==> src/design/adc_seq_pkg.sv <==
package adc_seq_pkg;

  // Register byte offsets
  localparam logic [7:0] CTRL_OFS = 8'h00;
  localparam logic [7:0] STATUS_OFS = 8'h04;
  localparam logic [7:0] RESULT_BASE_OFS = 8'h20;
  localparam logic [7:0] RESULT_LAST_OFS = 8'h3c;

  // Data widths and channel count
  localparam int RES_W = 10;
  localparam int CHAN_W = 3;
  localparam int NUM_CHAN = 8;

  // Conversion length in conversion-clock cycles
  localparam logic [5:0] CONV_CYC_8B = 6'h1c;   // 28
  localparam logic [5:0] CONV_CYC_10B = 6'h21;  // 33
  localparam logic [5:0] CONV_CYC_SH_8B = 6'h31; // 49
  localparam logic [5:0] CONV_CYC_ONE = 6'h01;

  // Conversion clock divider selections
  localparam logic [1:0] DIV_BY4 = 2'h0;
  localparam logic [1:0] DIV_BY2 = 2'h1;
  localparam logic [1:0] DIV_LAST4 = 2'h3;
  localparam logic [1:0] DIV_LAST2 = 2'h1;

  // Sweep group selections: last channel of each group
  localparam logic [1:0] GRP_CH01 = 2'h0;
  localparam logic [1:0] GRP_CH03 = 2'h1;
  localparam logic [1:0] GRP_CH05 = 2'h2;
  localparam logic [2:0] LAST_CH01 = 3'h1;
  localparam logic [2:0] LAST_CH03 = 3'h3;
  localparam logic [2:0] LAST_CH05 = 3'h5;
  localparam logic [2:0] LAST_CH07 = 3'h7;

  // AXI responses
  localparam logic [1:0] RESP_OKAY = 2'h0;
  localparam logic [1:0] RESP_SLVERR = 2'h2;

  // Control register layout, bit 0 first from the right
  typedef struct packed {
    logic [4:0] rsvd;
    logic sample_hold;
    logic [1:0] clk_div;
    logic res10;
    logic [1:0] group;
    logic [2:0] chan;
    logic sweep;
    logic start;
  } ctrl_t;

  localparam logic [15:0] CTRL_WR_MASK = 16'h07ff;
  localparam ctrl_t CTRL_RST = '0;

  // Sequencer states
  typedef enum logic [0:0] {
    ST_IDLE,
    ST_CONV
  } seq_state_t;

endpackage

==> src/design/adc_clk_div.sv <==
`timescale 1ns/1ps
// Conversion clock enable: one pulse every 4, 2 or 1 source cycles
module adc_clk_div (
  // Clock and reset
  input wire logic clk_sys,
  input wire logic rst,
  // Division select
  input wire logic [1:0] div_sel,
  // One-cycle conversion clock enable
  output logic tick_q
);

  logic [1:0] cnt_q;
  logic [1:0] last;
  logic wrap;

  // Terminal count of the selected ratio
  assign last = (div_sel == adc_seq_pkg::DIV_BY4) ? adc_seq_pkg::DIV_LAST4 :
                (div_sel == adc_seq_pkg::DIV_BY2) ? adc_seq_pkg::DIV_LAST2 :
                2'h0;
  assign wrap = (cnt_q >= last);

  // Free-running divider
  always_ff @(posedge clk_sys or posedge rst)
  begin
    if (rst)
    begin
      cnt_q <= 2'h0;
      tick_q <= 1'b0;
    end
    else
    begin
      cnt_q <= wrap ? 2'h0 : cnt_q + 2'h1;
      tick_q <= wrap;
    end
  end
endmodule

==> src/design/adc_sequencer.sv <==
// Chosen here: the register addresses and the AXI4-Lite slave port.
`timescale 1ns/1ps
// Overview of operation
// - Conversion clock is source divided 4, 2, 1
// - Conversion takes 28 or 33 cycles by resolution
// - Repeat mode converts one chosen channel repeatedly
// - Writing start one begins repeat conversions
// - Repeat result overwrites that channel's result
// - Repeat completions never raise interrupt request
// - Repeat runs until software clears start
// - Sweep group is channels 0-1, 0-3, 0-5, 0-7
// - Sweep start converts channel 0 first
// - Sweep ascends, storing each channel's result
// - Last sweep channel sets interrupt request
// - Sweep end clears start and halts
// - Request clears on acceptance or software clear
// - Sample-and-hold makes 8-bit conversion 49 cycles
module adc_sequencer (
  // Clock and reset
  input wire logic clk_sys,
  input wire logic rst,
  // AXI4-Lite write channels
  input wire logic [7:0] awaddr,
  input wire logic awvalid,
  output logic awready,
  input wire logic [31:0] wdata,
  input wire logic [3:0] wstrb,
  input wire logic wvalid,
  output logic wready,
  output logic [1:0] bresp,
  output logic bvalid,
  input wire logic bready,
  // AXI4-Lite read channels
  input wire logic [7:0] araddr,
  input wire logic arvalid,
  output logic arready,
  output logic [31:0] rdata,
  output logic [1:0] rresp,
  output logic rvalid,
  input wire logic rready,
  // Analog multiplexer and comparator
  output logic [2:0] analog_input_channel,
  output logic conv_active,
  input wire logic [9:0] sar_value,
  // Interrupt request bit and its acceptance
  output logic conv_irq,
  input wire logic irq_ack
);

  adc_seq_pkg::ctrl_t ctrl_q;
  adc_seq_pkg::seq_state_t state_q;
  logic [9:0] result_q [adc_seq_pkg::NUM_CHAN];
  logic [2:0] chan_q;
  logic [5:0] cnt_q;
  logic irq_q;
  logic tick;
  logic [7:0] aw_addr_q;
  logic [31:0] w_data_q;
  logic [3:0] w_strb_q;

  // Conversion clock enable
  adc_clk_div adc_clk_div_inst (
    .clk_sys(clk_sys),
    .rst(rst),
    .div_sel(ctrl_q.clk_div),
    .tick_q(tick)
  );

  // Write decode, performed once both address and data are held
  logic wr_go;
  logic wr_ctrl;
  logic wr_status;
  logic wr_ok;
  logic [15:0] ctrl_wr_val;
  assign wr_go = !awready && !wready && !bvalid;
  assign wr_ctrl = wr_go && (aw_addr_q == adc_seq_pkg::CTRL_OFS);
  assign wr_status = wr_go && (aw_addr_q == adc_seq_pkg::STATUS_OFS);
  assign wr_ok = (aw_addr_q == adc_seq_pkg::CTRL_OFS) ||
                 (aw_addr_q == adc_seq_pkg::STATUS_OFS);
  assign ctrl_wr_val = {w_strb_q[1] ? w_data_q[15:8] : ctrl_q[15:8],
                        w_strb_q[0] ? w_data_q[7:0] : ctrl_q[7:0]} &
                       adc_seq_pkg::CTRL_WR_MASK;

  // Conversion length and sweep end channel
  logic [5:0] conv_len;
  logic [2:0] last_chan;
  logic done;
  logic last_done;
  assign conv_len = ctrl_q.res10 ? adc_seq_pkg::CONV_CYC_10B :
                    ctrl_q.sample_hold ? adc_seq_pkg::CONV_CYC_SH_8B :
                    adc_seq_pkg::CONV_CYC_8B;
  assign last_chan =
    (ctrl_q.group == adc_seq_pkg::GRP_CH01) ? adc_seq_pkg::LAST_CH01 :
    (ctrl_q.group == adc_seq_pkg::GRP_CH03) ? adc_seq_pkg::LAST_CH03 :
    (ctrl_q.group == adc_seq_pkg::GRP_CH05) ? adc_seq_pkg::LAST_CH05 :
    adc_seq_pkg::LAST_CH07;
  assign done = (state_q == adc_seq_pkg::ST_CONV) && ctrl_q.start && tick &&
                (cnt_q == conv_len - adc_seq_pkg::CONV_CYC_ONE);
  assign last_done = done && ctrl_q.sweep && (chan_q == last_chan);

  // Control register: software writes, sweep end clears start
  always_ff @(posedge clk_sys or posedge rst)
  begin
    if (rst)
      ctrl_q <= adc_seq_pkg::CTRL_RST;
    else if (wr_ctrl)
      ctrl_q <= ctrl_wr_val;
    else if (last_done)
      ctrl_q.start <= 1'b0;
  end

  // Interrupt request: set wins over acceptance and software clear
  logic irq_clr;
  assign irq_clr = irq_ack || (wr_status && w_strb_q[0] && !w_data_q[0]);
  always_ff @(posedge clk_sys or posedge rst)
  begin
    if (rst)
      irq_q <= 1'b0;
    else if (last_done)
      irq_q <= 1'b1;
    else if (irq_clr)
      irq_q <= 1'b0;
  end

  // Conversion sequencer
  always_ff @(posedge clk_sys or posedge rst)
  begin
    if (rst)
    begin
      state_q <= adc_seq_pkg::ST_IDLE;
      chan_q <= 3'h0;
      cnt_q <= 6'h00;
    end
    else
    begin
      case (state_q)
        adc_seq_pkg::ST_IDLE:
        begin
          cnt_q <= 6'h00;
          if (ctrl_q.start)
          begin
            state_q <= adc_seq_pkg::ST_CONV;
            chan_q <= ctrl_q.sweep ? 3'h0 : ctrl_q.chan;
          end
        end
        adc_seq_pkg::ST_CONV:
        begin
          if (!ctrl_q.start)
            state_q <= adc_seq_pkg::ST_IDLE;
          else if (done)
          begin
            cnt_q <= 6'h00;
            if (last_done)
              state_q <= adc_seq_pkg::ST_IDLE;
            else if (ctrl_q.sweep)
              chan_q <= chan_q + 3'h1;
            else
              chan_q <= ctrl_q.chan;
          end
          else if (tick)
            cnt_q <= cnt_q + 6'h01;
        end
        default: state_q <= adc_seq_pkg::ST_IDLE;
      endcase
    end
  end

  // Result capture, one register per channel
  always_ff @(posedge clk_sys or posedge rst)
  begin
    if (rst)
    begin
      for (int i = 0; i < adc_seq_pkg::NUM_CHAN; i++)
        result_q[i] <= 10'h000;
    end
    else if (done)
      result_q[chan_q] <= sar_value;
  end

  // Pin outputs to the multiplexer, and the interrupt request pin
  always_ff @(posedge clk_sys or posedge rst)
  begin
    if (rst)
    begin
      analog_input_channel <= 3'h0;
      conv_active <= 1'b0;
      conv_irq <= 1'b0;
    end
    else
    begin
      analog_input_channel <= chan_q;
      conv_active <= (state_q == adc_seq_pkg::ST_CONV) && ctrl_q.start;
      conv_irq <= irq_q;
    end
  end

  // Write channels: take address and data in either order, then respond
  always_ff @(posedge clk_sys or posedge rst)
  begin
    if (rst)
    begin
      awready <= 1'b1;
      wready <= 1'b1;
      bvalid <= 1'b0;
      bresp <= adc_seq_pkg::RESP_OKAY;
      aw_addr_q <= 8'h00;
      w_data_q <= 32'h0000_0000;
      w_strb_q <= 4'h0;
    end
    else
    begin
      if (awvalid && awready)
      begin
        awready <= 1'b0;
        aw_addr_q <= awaddr;
      end
      if (wvalid && wready)
      begin
        wready <= 1'b0;
        w_data_q <= wdata;
        w_strb_q <= wstrb;
      end
      if (wr_go)
      begin
        bvalid <= 1'b1;
        bresp <= wr_ok ? adc_seq_pkg::RESP_OKAY : adc_seq_pkg::RESP_SLVERR;
      end
      if (bvalid && bready)
      begin
        bvalid <= 1'b0;
        awready <= 1'b1;
        wready <= 1'b1;
      end
    end
  end

  // Read decode
  logic [31:0] rd_val;
  logic rd_ok;
  logic is_res;
  logic [2:0] res_idx;
  assign is_res = (araddr >= adc_seq_pkg::RESULT_BASE_OFS) &&
                  (araddr <= adc_seq_pkg::RESULT_LAST_OFS) &&
                  (araddr[1:0] == 2'h0);
  assign res_idx = araddr[4:2];
  assign rd_ok = is_res || (araddr == adc_seq_pkg::CTRL_OFS) ||
                 (araddr == adc_seq_pkg::STATUS_OFS);
  assign rd_val =
    (araddr == adc_seq_pkg::CTRL_OFS) ? {16'h0000, ctrl_q} :
    (araddr == adc_seq_pkg::STATUS_OFS) ?
      {27'h0000000, chan_q, conv_active, irq_q} :
    is_res ? {22'h000000, result_q[res_idx]} : 32'h0000_0000;

  // Read channels: answer one cycle after the address is taken
  always_ff @(posedge clk_sys or posedge rst)
  begin
    if (rst)
    begin
      arready <= 1'b1;
      rvalid <= 1'b0;
      rdata <= 32'h0000_0000;
      rresp <= adc_seq_pkg::RESP_OKAY;
    end
    else if (arvalid && arready)
    begin
      arready <= 1'b0;
      rvalid <= 1'b1;
      rdata <= rd_val;
      rresp <= rd_ok ? adc_seq_pkg::RESP_OKAY : adc_seq_pkg::RESP_SLVERR;
    end
    else if (rvalid && rready)
    begin
      rvalid <= 1'b0;
      arready <= 1'b1;
    end
  end

  // Helper: enables seen since the current conversion began
  logic [5:0] ticks_q;
  always_ff @(posedge clk_sys or posedge rst)
  begin
    if (rst)
      ticks_q <= 6'h00;
    else if (state_q != adc_seq_pkg::ST_CONV || done)
      ticks_q <= 6'h00;
    else if (tick)
      ticks_q <= ticks_q + 6'h01;
  end
endmodule
==> config.mk <==
export PLATFORM = sky130hd
export DESIGN_NAME = adc_sequencer
export DESIGN_NICKNAME = d
export VERILOG_FILES = /design/src/design/adc_seq_pkg.sv /design/src/design/adc_clk_div.sv /design/src/design/adc_sequencer.sv
export SDC_FILE = /design/constraint.sdc
export NUM_CORES = 1
export LEC_CHECK = 0
export BUFFER_PORTS_ARGS = -buffer_cell sky130_fd_sc_hd__buf_4
export CORE_ASPECT_RATIO = 1.2
export CORE_MARGIN = 4
export CORE_UTILIZATION = 56
export DETAILED_ROUTE_END_ITERATION = 6
export PLACE_DENSITY_LB_ADDON = 0.05
export SLEW_MARGIN = 20
export SYNTH_ARGS = -nofsm -noshare
export SYNTH_HDL_FRONTEND = slang
export SYNTH_SLANG_ARGS = --single-unit
==> constraint.sdc <==
create_clock -name clk_sys -period 6.3 [get_ports clk_sys]
set_input_delay 1.26 -clock clk_sys [delete_from_list [all_inputs] [get_ports clk_sys]]
set_output_delay 1.26 -clock clk_sys [all_outputs]
set_load 0.01 [all_outputs]
==> impl_metrics.ini, run 1 <==
[sta]
fin_tns_setup_ns = 0
holdWs_ns = 0.387
hold_violations = 0
fmax_mhz = 393
post-route-min-period_ns = 2.54
slew_violations = 0
finalSetupViolCount = 0
rsz0062_at_grt = false
skew_ns = 0.00759
worst_pin_slew_ns = 0.856
relSlewSlack_pct = 42.2
post-route-period-util_pct = 40.3

[final_layout]
final_core_util_pct = 68.2
antenna_cells = 0
drive_above_1_share_pct = 42.9
regArea_um2 = 3730
multi_input_area_um2 = 2860
nNetsFinal = 651
syn_to_final_growth_pct = 17.8
finalInstanceArea_um2 = 8000
final_cell_mix = dfrtp_1, mux2_2, buf_4, nor2_1, nand2_1
final_common_cell = dfrtp_1
fillCellCount = 865

[global_route]
grt_usage_pct = 21.7
grt_util_met3_pct = 5.02
grt_pass1_wl_um = 22700
grtUsageMet2_pct = 36.2
use_met1_pct = 27.9
grt_start_max_net_pins = 93
top_usage_layer = met2
grt_pass1_vias = 4327
antenna_found_initial = 0
grt-ovfl-total = 0

[setup_path]
ff2ff_setup_slack_ns = 3.85
critPathKind = in2reg
critPathMaxFanout = 27
r2r-end = result_q[10]
critical_path.startpoint_type = input pin
worstSetupStartpoint = araddr[2]
arrival_ns = 2.84
cp.required_ns = 6.60
slowest_delay_ns = 0.57
slowest_stage = mux4_2
reg2reg_depth = 5
r2r_start = cnt_q[0]
end_kind = flip-flop
crit_chain = buf_4, mux4_2, mux2i_1, nor2_1, nor3_1, nor3_1
crit_path_frequent_cell = nor3_1
crit_path_end = rdata[1]

[clocking]
cts-hold-fix-buffers = 0
numCtsBuffers = 17
postCtsResizedCells = 0
cts-root-buf = clkbuf_16
clk_latency_ns = 0.42
postCtsSetupBuffers = 0
clock-sinks = 149
path_clk_slew_ns = 0.06
htreeDepth = 4
clk_path_buf_depth = 2
cts_tree = yes

[detailed_routing]
drt-initial-drc-count = 149
vias = 4095
wl_per_cell_um = 18.7
drc_errors = 0
ant_nets = 0
first_pass_iters = 4
routed_wl_um = 14000
via_per_inst = 5.48

[yosys]
yosysUniqueCellTypes = 46
syn-cell-area_um2 = 6790
syn_inst = 505
synth_warnings = 0
async_flop_share_pct = 100
synth_ff_type = dfrtp_1
ys_ff_latch = 149
avgSynthCellArea_um2 = 13.5
ys_seq_area_share_pct = 54.9
synth_edf_count = 0

[placed_design]
place_hpwl_um = 9420
dpl_cell_area_um2 = 7370
io_buffers = 69
place_congestion = 0.762

[floorplanning]
core_area_um2 = 11700
initial_core_util_pct = 57.9
row_count = 43
die_area_um2 = 14000
die_h_um = 129
io_pins = 116
die_w_um = 109

[run]
maxCapViolCount = 0

[power]
finalPower_mw = 2.74
vdd_ir_drop_max_v = 0.000154
leakage_nw = 3.57
power_density_nw_per_um2 = 343

[hold_path]
hold_class = reg2reg

[run_status]
status = finished clean
area by class of cell:
class | instances | area share [%]
clock inverter | 13 | 2.24
multi-input combinational | 325 | 35.7
sequential | 149 | 46.7
timing repair buffer | 70 | 6.57
clock buffer | 19 | 5.66
tap | 157 | 2.46
inverter | 14 | 0.720
worst min-delay path by stage:
stage                     to  depth (start not counted)  startpoint
floorplan           conv_irq                          0       irq_q
global placement    conv_irq                          0       irq_q
detailed placement  conv_irq                          0       irq_q
CTS                 conv_irq                          0       irq_q
global route        conv_irq                          0       irq_q
finish              conv_irq                          0       irq_q
critical path: cells and delay by family:
kind,cells,cell delay (ns)
simple gates,3,0.32
mux,2,0.85
buf+inv,1,0.40
Yosys cell counts (all sizes together), types with 10 or more instances:
| cell | count | area (um2) |
|---|---|---|
| mux2i | 11 | 110 |
| nor3 | 18 | 101 |
| a21oi | 10 | 50.1 |
| buf | 28 | 194 |
| o21ai | 11 | 55.1 |
| nand2 | 31 | 126 |
| mux2 | 113 | 1270 |
| inv | 14 | 52.6 |
| nor2 | 29 | 109 |
| mux4 | 20 | 450 |
| clkbuf | 11 | 41.3 |
| dfrtp | 146 | 3650 |
per-stage QoR:
step | setup WS [ns] | cells
2_1_floorplan | 1.04 | 527
3_3_place_gp | 3.35 | 715
3_5_place_dp | 3.33 | 715
4_1_cts | 3.78 | 747
5_1_grt | 3.63 | 747
6_report | 3.76 | 747
kinds of logic after synthesis:
group                      Yosys count  synth area share [%]
AOI/OAI and AO/OA                   36                  3.39
xor gates and xnor gates             8                  1.03
adders and majority gates            4                 0.737
buffers and inverters               53                  4.24
DFF                                149                  54.9
muxes                              144                  27.0
other                                1                0.0552
and+or+nand+nor                    110                  8.62
layer usage:
layer	up-vias	part of all wire (%)
li1	1904	-
met1	2099	43
met2	77	52
met3	15	3.8
met4	0	1.6
met5	-	0
state kept, by name, indices dropped and copies added (netlist names), 2 cells and up:
| name | count |
|---|---|
| adc_clk_div_inst.cnt_q | 2 |
| analog_input_channel | 3 |
| aw_addr_q | 8 |
| chan_q | 3 |
| cnt_q | 6 |
| ctrl_q | 11 |
| rdata | 11 |
| result_q | 80 |
| w_data_q | 11 |
| w_strb_q | 2 |
where the power goes:
group / internal (mW) / total, mW / switching (mW)
registers: 1.12 / 1.25 / 0.121
clock network: 0.682 / 1.07 / 0.389
logic: 0.236 / 0.427 / 0.191
total: 2.04 / 2.74 / 0.701
Note: power is estimated with default switching activity, not from simulation.
==> run 2: changes to the inputs <==
==> constraint.sdc (replaced) <==
create_clock -name clk_sys -period 2.6 [get_ports clk_sys]
set_input_delay 0.52 -clock clk_sys [delete_from_list [all_inputs] [get_ports clk_sys]]
set_output_delay 0.52 -clock clk_sys [all_outputs]
set_load 0.01 [all_outputs]
==> run 2 against run 1 <==
Compared with the run above: setup slack worse by 3.5 ns; sequential share of layout area is 0.38 points lower; non-clock buffer count is 7 higher; flip-flop and latch count stayed put; clock power is 130% higher; critical path type is now reg2reg; largest cell class unchanged; highest routed layer unchanged.
==> impl_metrics.ini, run 2 (synthesized netlist as in run 1, its figures left out) <==
[setup_path]
critPathMaxFanout = 10
critPathKind = reg2reg
end_kind = flip-flop
cp.required_ns = 2.90
slowest_stage = nor4_4
path_buf_inv = 0
critical_path.startpoint_type = flip-flop
crit_chain = nor4b_1, a31oi_1, nor4_4, nand2_2, mux2_2
cp_top_family = simple AND/OR/NAND/NOR gates
slowest_delay_ns = 0.50
ff2ff_setup_slack_ns = 0.29
arrival_ns = 2.61

[global_route]
grt_pass1_wl_um = 23100
grt_start_max_net_pins = 54
antenna_found_initial = 0
grt-ovfl-total = 0
grt_usage_pct = 22.0
grt_pass1_vias = 4366

[floorplanning]
die_area_um2 = 14000
die_w_um = 109
die_h_um = 129
row_count = 43
initial_core_util_pct = 57.9
core_area_um2 = 11700
io_pins = 116

[clocking]
clk_path_buf_depth = 2
postCtsResizedCells = 0
cts_tree = yes
numCtsBuffers = 17
clock-sinks = 149
path_clk_slew_ns = 0.06
clk_latency_ns = 0.41
cts-root-buf = clkbuf_16
htreeDepth = 4
postCtsSetupBuffers = 0
cts-hold-fix-buffers = 0

[placed_design]
dp.cells = 722
place_congestion = 0.816
dp_worst_setup_slack_ns = 0.314
io_buffers = 69
place_hpwl_um = 9740

[final_layout]
nNetsFinal = 658
largest_register_ffs = 80
final_common_cell = dfrtp_1
antenna_cells = 0
syn_to_final_growth_pct = 18.7
max_flop_register = result_q
drive_above_1_share_pct = 43.3
final_cell_mix = dfrtp_1, mux2_2, buf_4, nor2_1, nand2_1
instances_no_fill = 753

[detailed_routing]
wl_per_cell_um = 18.7
vias = 4141
drc_errors = 0
via_per_inst = 5.50
routed_wl_um = 14100
drt-initial-drc-count = 160
first_pass_iters = 4
ant_nets = 0

[hold_path]
hold_class = in2async

[sta]
setup_slack_ns = 0.286
holdWs_ns = 0.183
hold_violations = 0
skew_ns = 0.00528
post-route-min-period_ns = 2.31
finalSetupViolCount = 0
slew_violations = 0
fin_tns_setup_ns = 0
fmax_mhz = 432
post-route-period-util_pct = 89.0
worst_pin_slew_ns = 0.807
relSlewSlack_pct = 46.0
rsz0062_at_grt = false

[run_status]
status = finished clean

[power]
leakage_nw = 3.59
vdd_ir_drop_max_v = 0.000511
power_density_nw_per_um2 = 814

[run]
maxCapViolCount = 0
==> run 2: cell type report <==
class	count	area, um2
sequential	149	3730
clock inverter	9	125
tap	157	196
timing repair buffer	77	616
multi-input combinational	325	2860
fill	870	3660
inverter	14	56.3
clock buffer	22	484
==> run 2: final timing paths <==
check,start,to,cells after the start
setup reg to reg,cnt_q[0],result_q[48],5
hold / removal,rst,analog_input_channel[0],2
max in group asynchronous,rst,result_q[35],3
hold reg to reg,irq_q,conv_irq,0
min in group clk_sys,awvalid,awready,2
setup / recovery,cnt_q[0],result_q[48],5
==> run 2: power breakdown <==
group | switching [mW] | internal [mW] | total [mW]
clock | 0.911 | 1.60 | 2.51
sequential | 0.282 | 2.72 | 3.01
combinational | 0.465 | 0.585 | 1.05
total | 1.66 | 4.91 | 6.57
==> run 2: routing by layer <==
metal | vias up | track usage [%] | share of wire, %
met3 | 15 | 4.32 | 3.7
met5 | - | 0 | 0
met2 | 74 | 37.5 | 53
li1 | 1925 | - | -
met4 | 0 | 7.73 | 1.5
met1 | 2127 | 28.1 | 42
==> run 2: metrics by stage <==
| step | power [mW] | utilization (%) | instance area (um2) |
|---|---|---|---|
| finish | 6.57 | 68.8 | 8070 |
| CTS | 6.63 | 68.8 | 8070 |
| detailed placement | 4.10 | 63.6 | 7460 |
| floorplan | 3.69 | - | 6880 |
| global placement | 4.05 | 63.6 | 7460 |
| global route | 6.89 | 68.8 | 8070 |
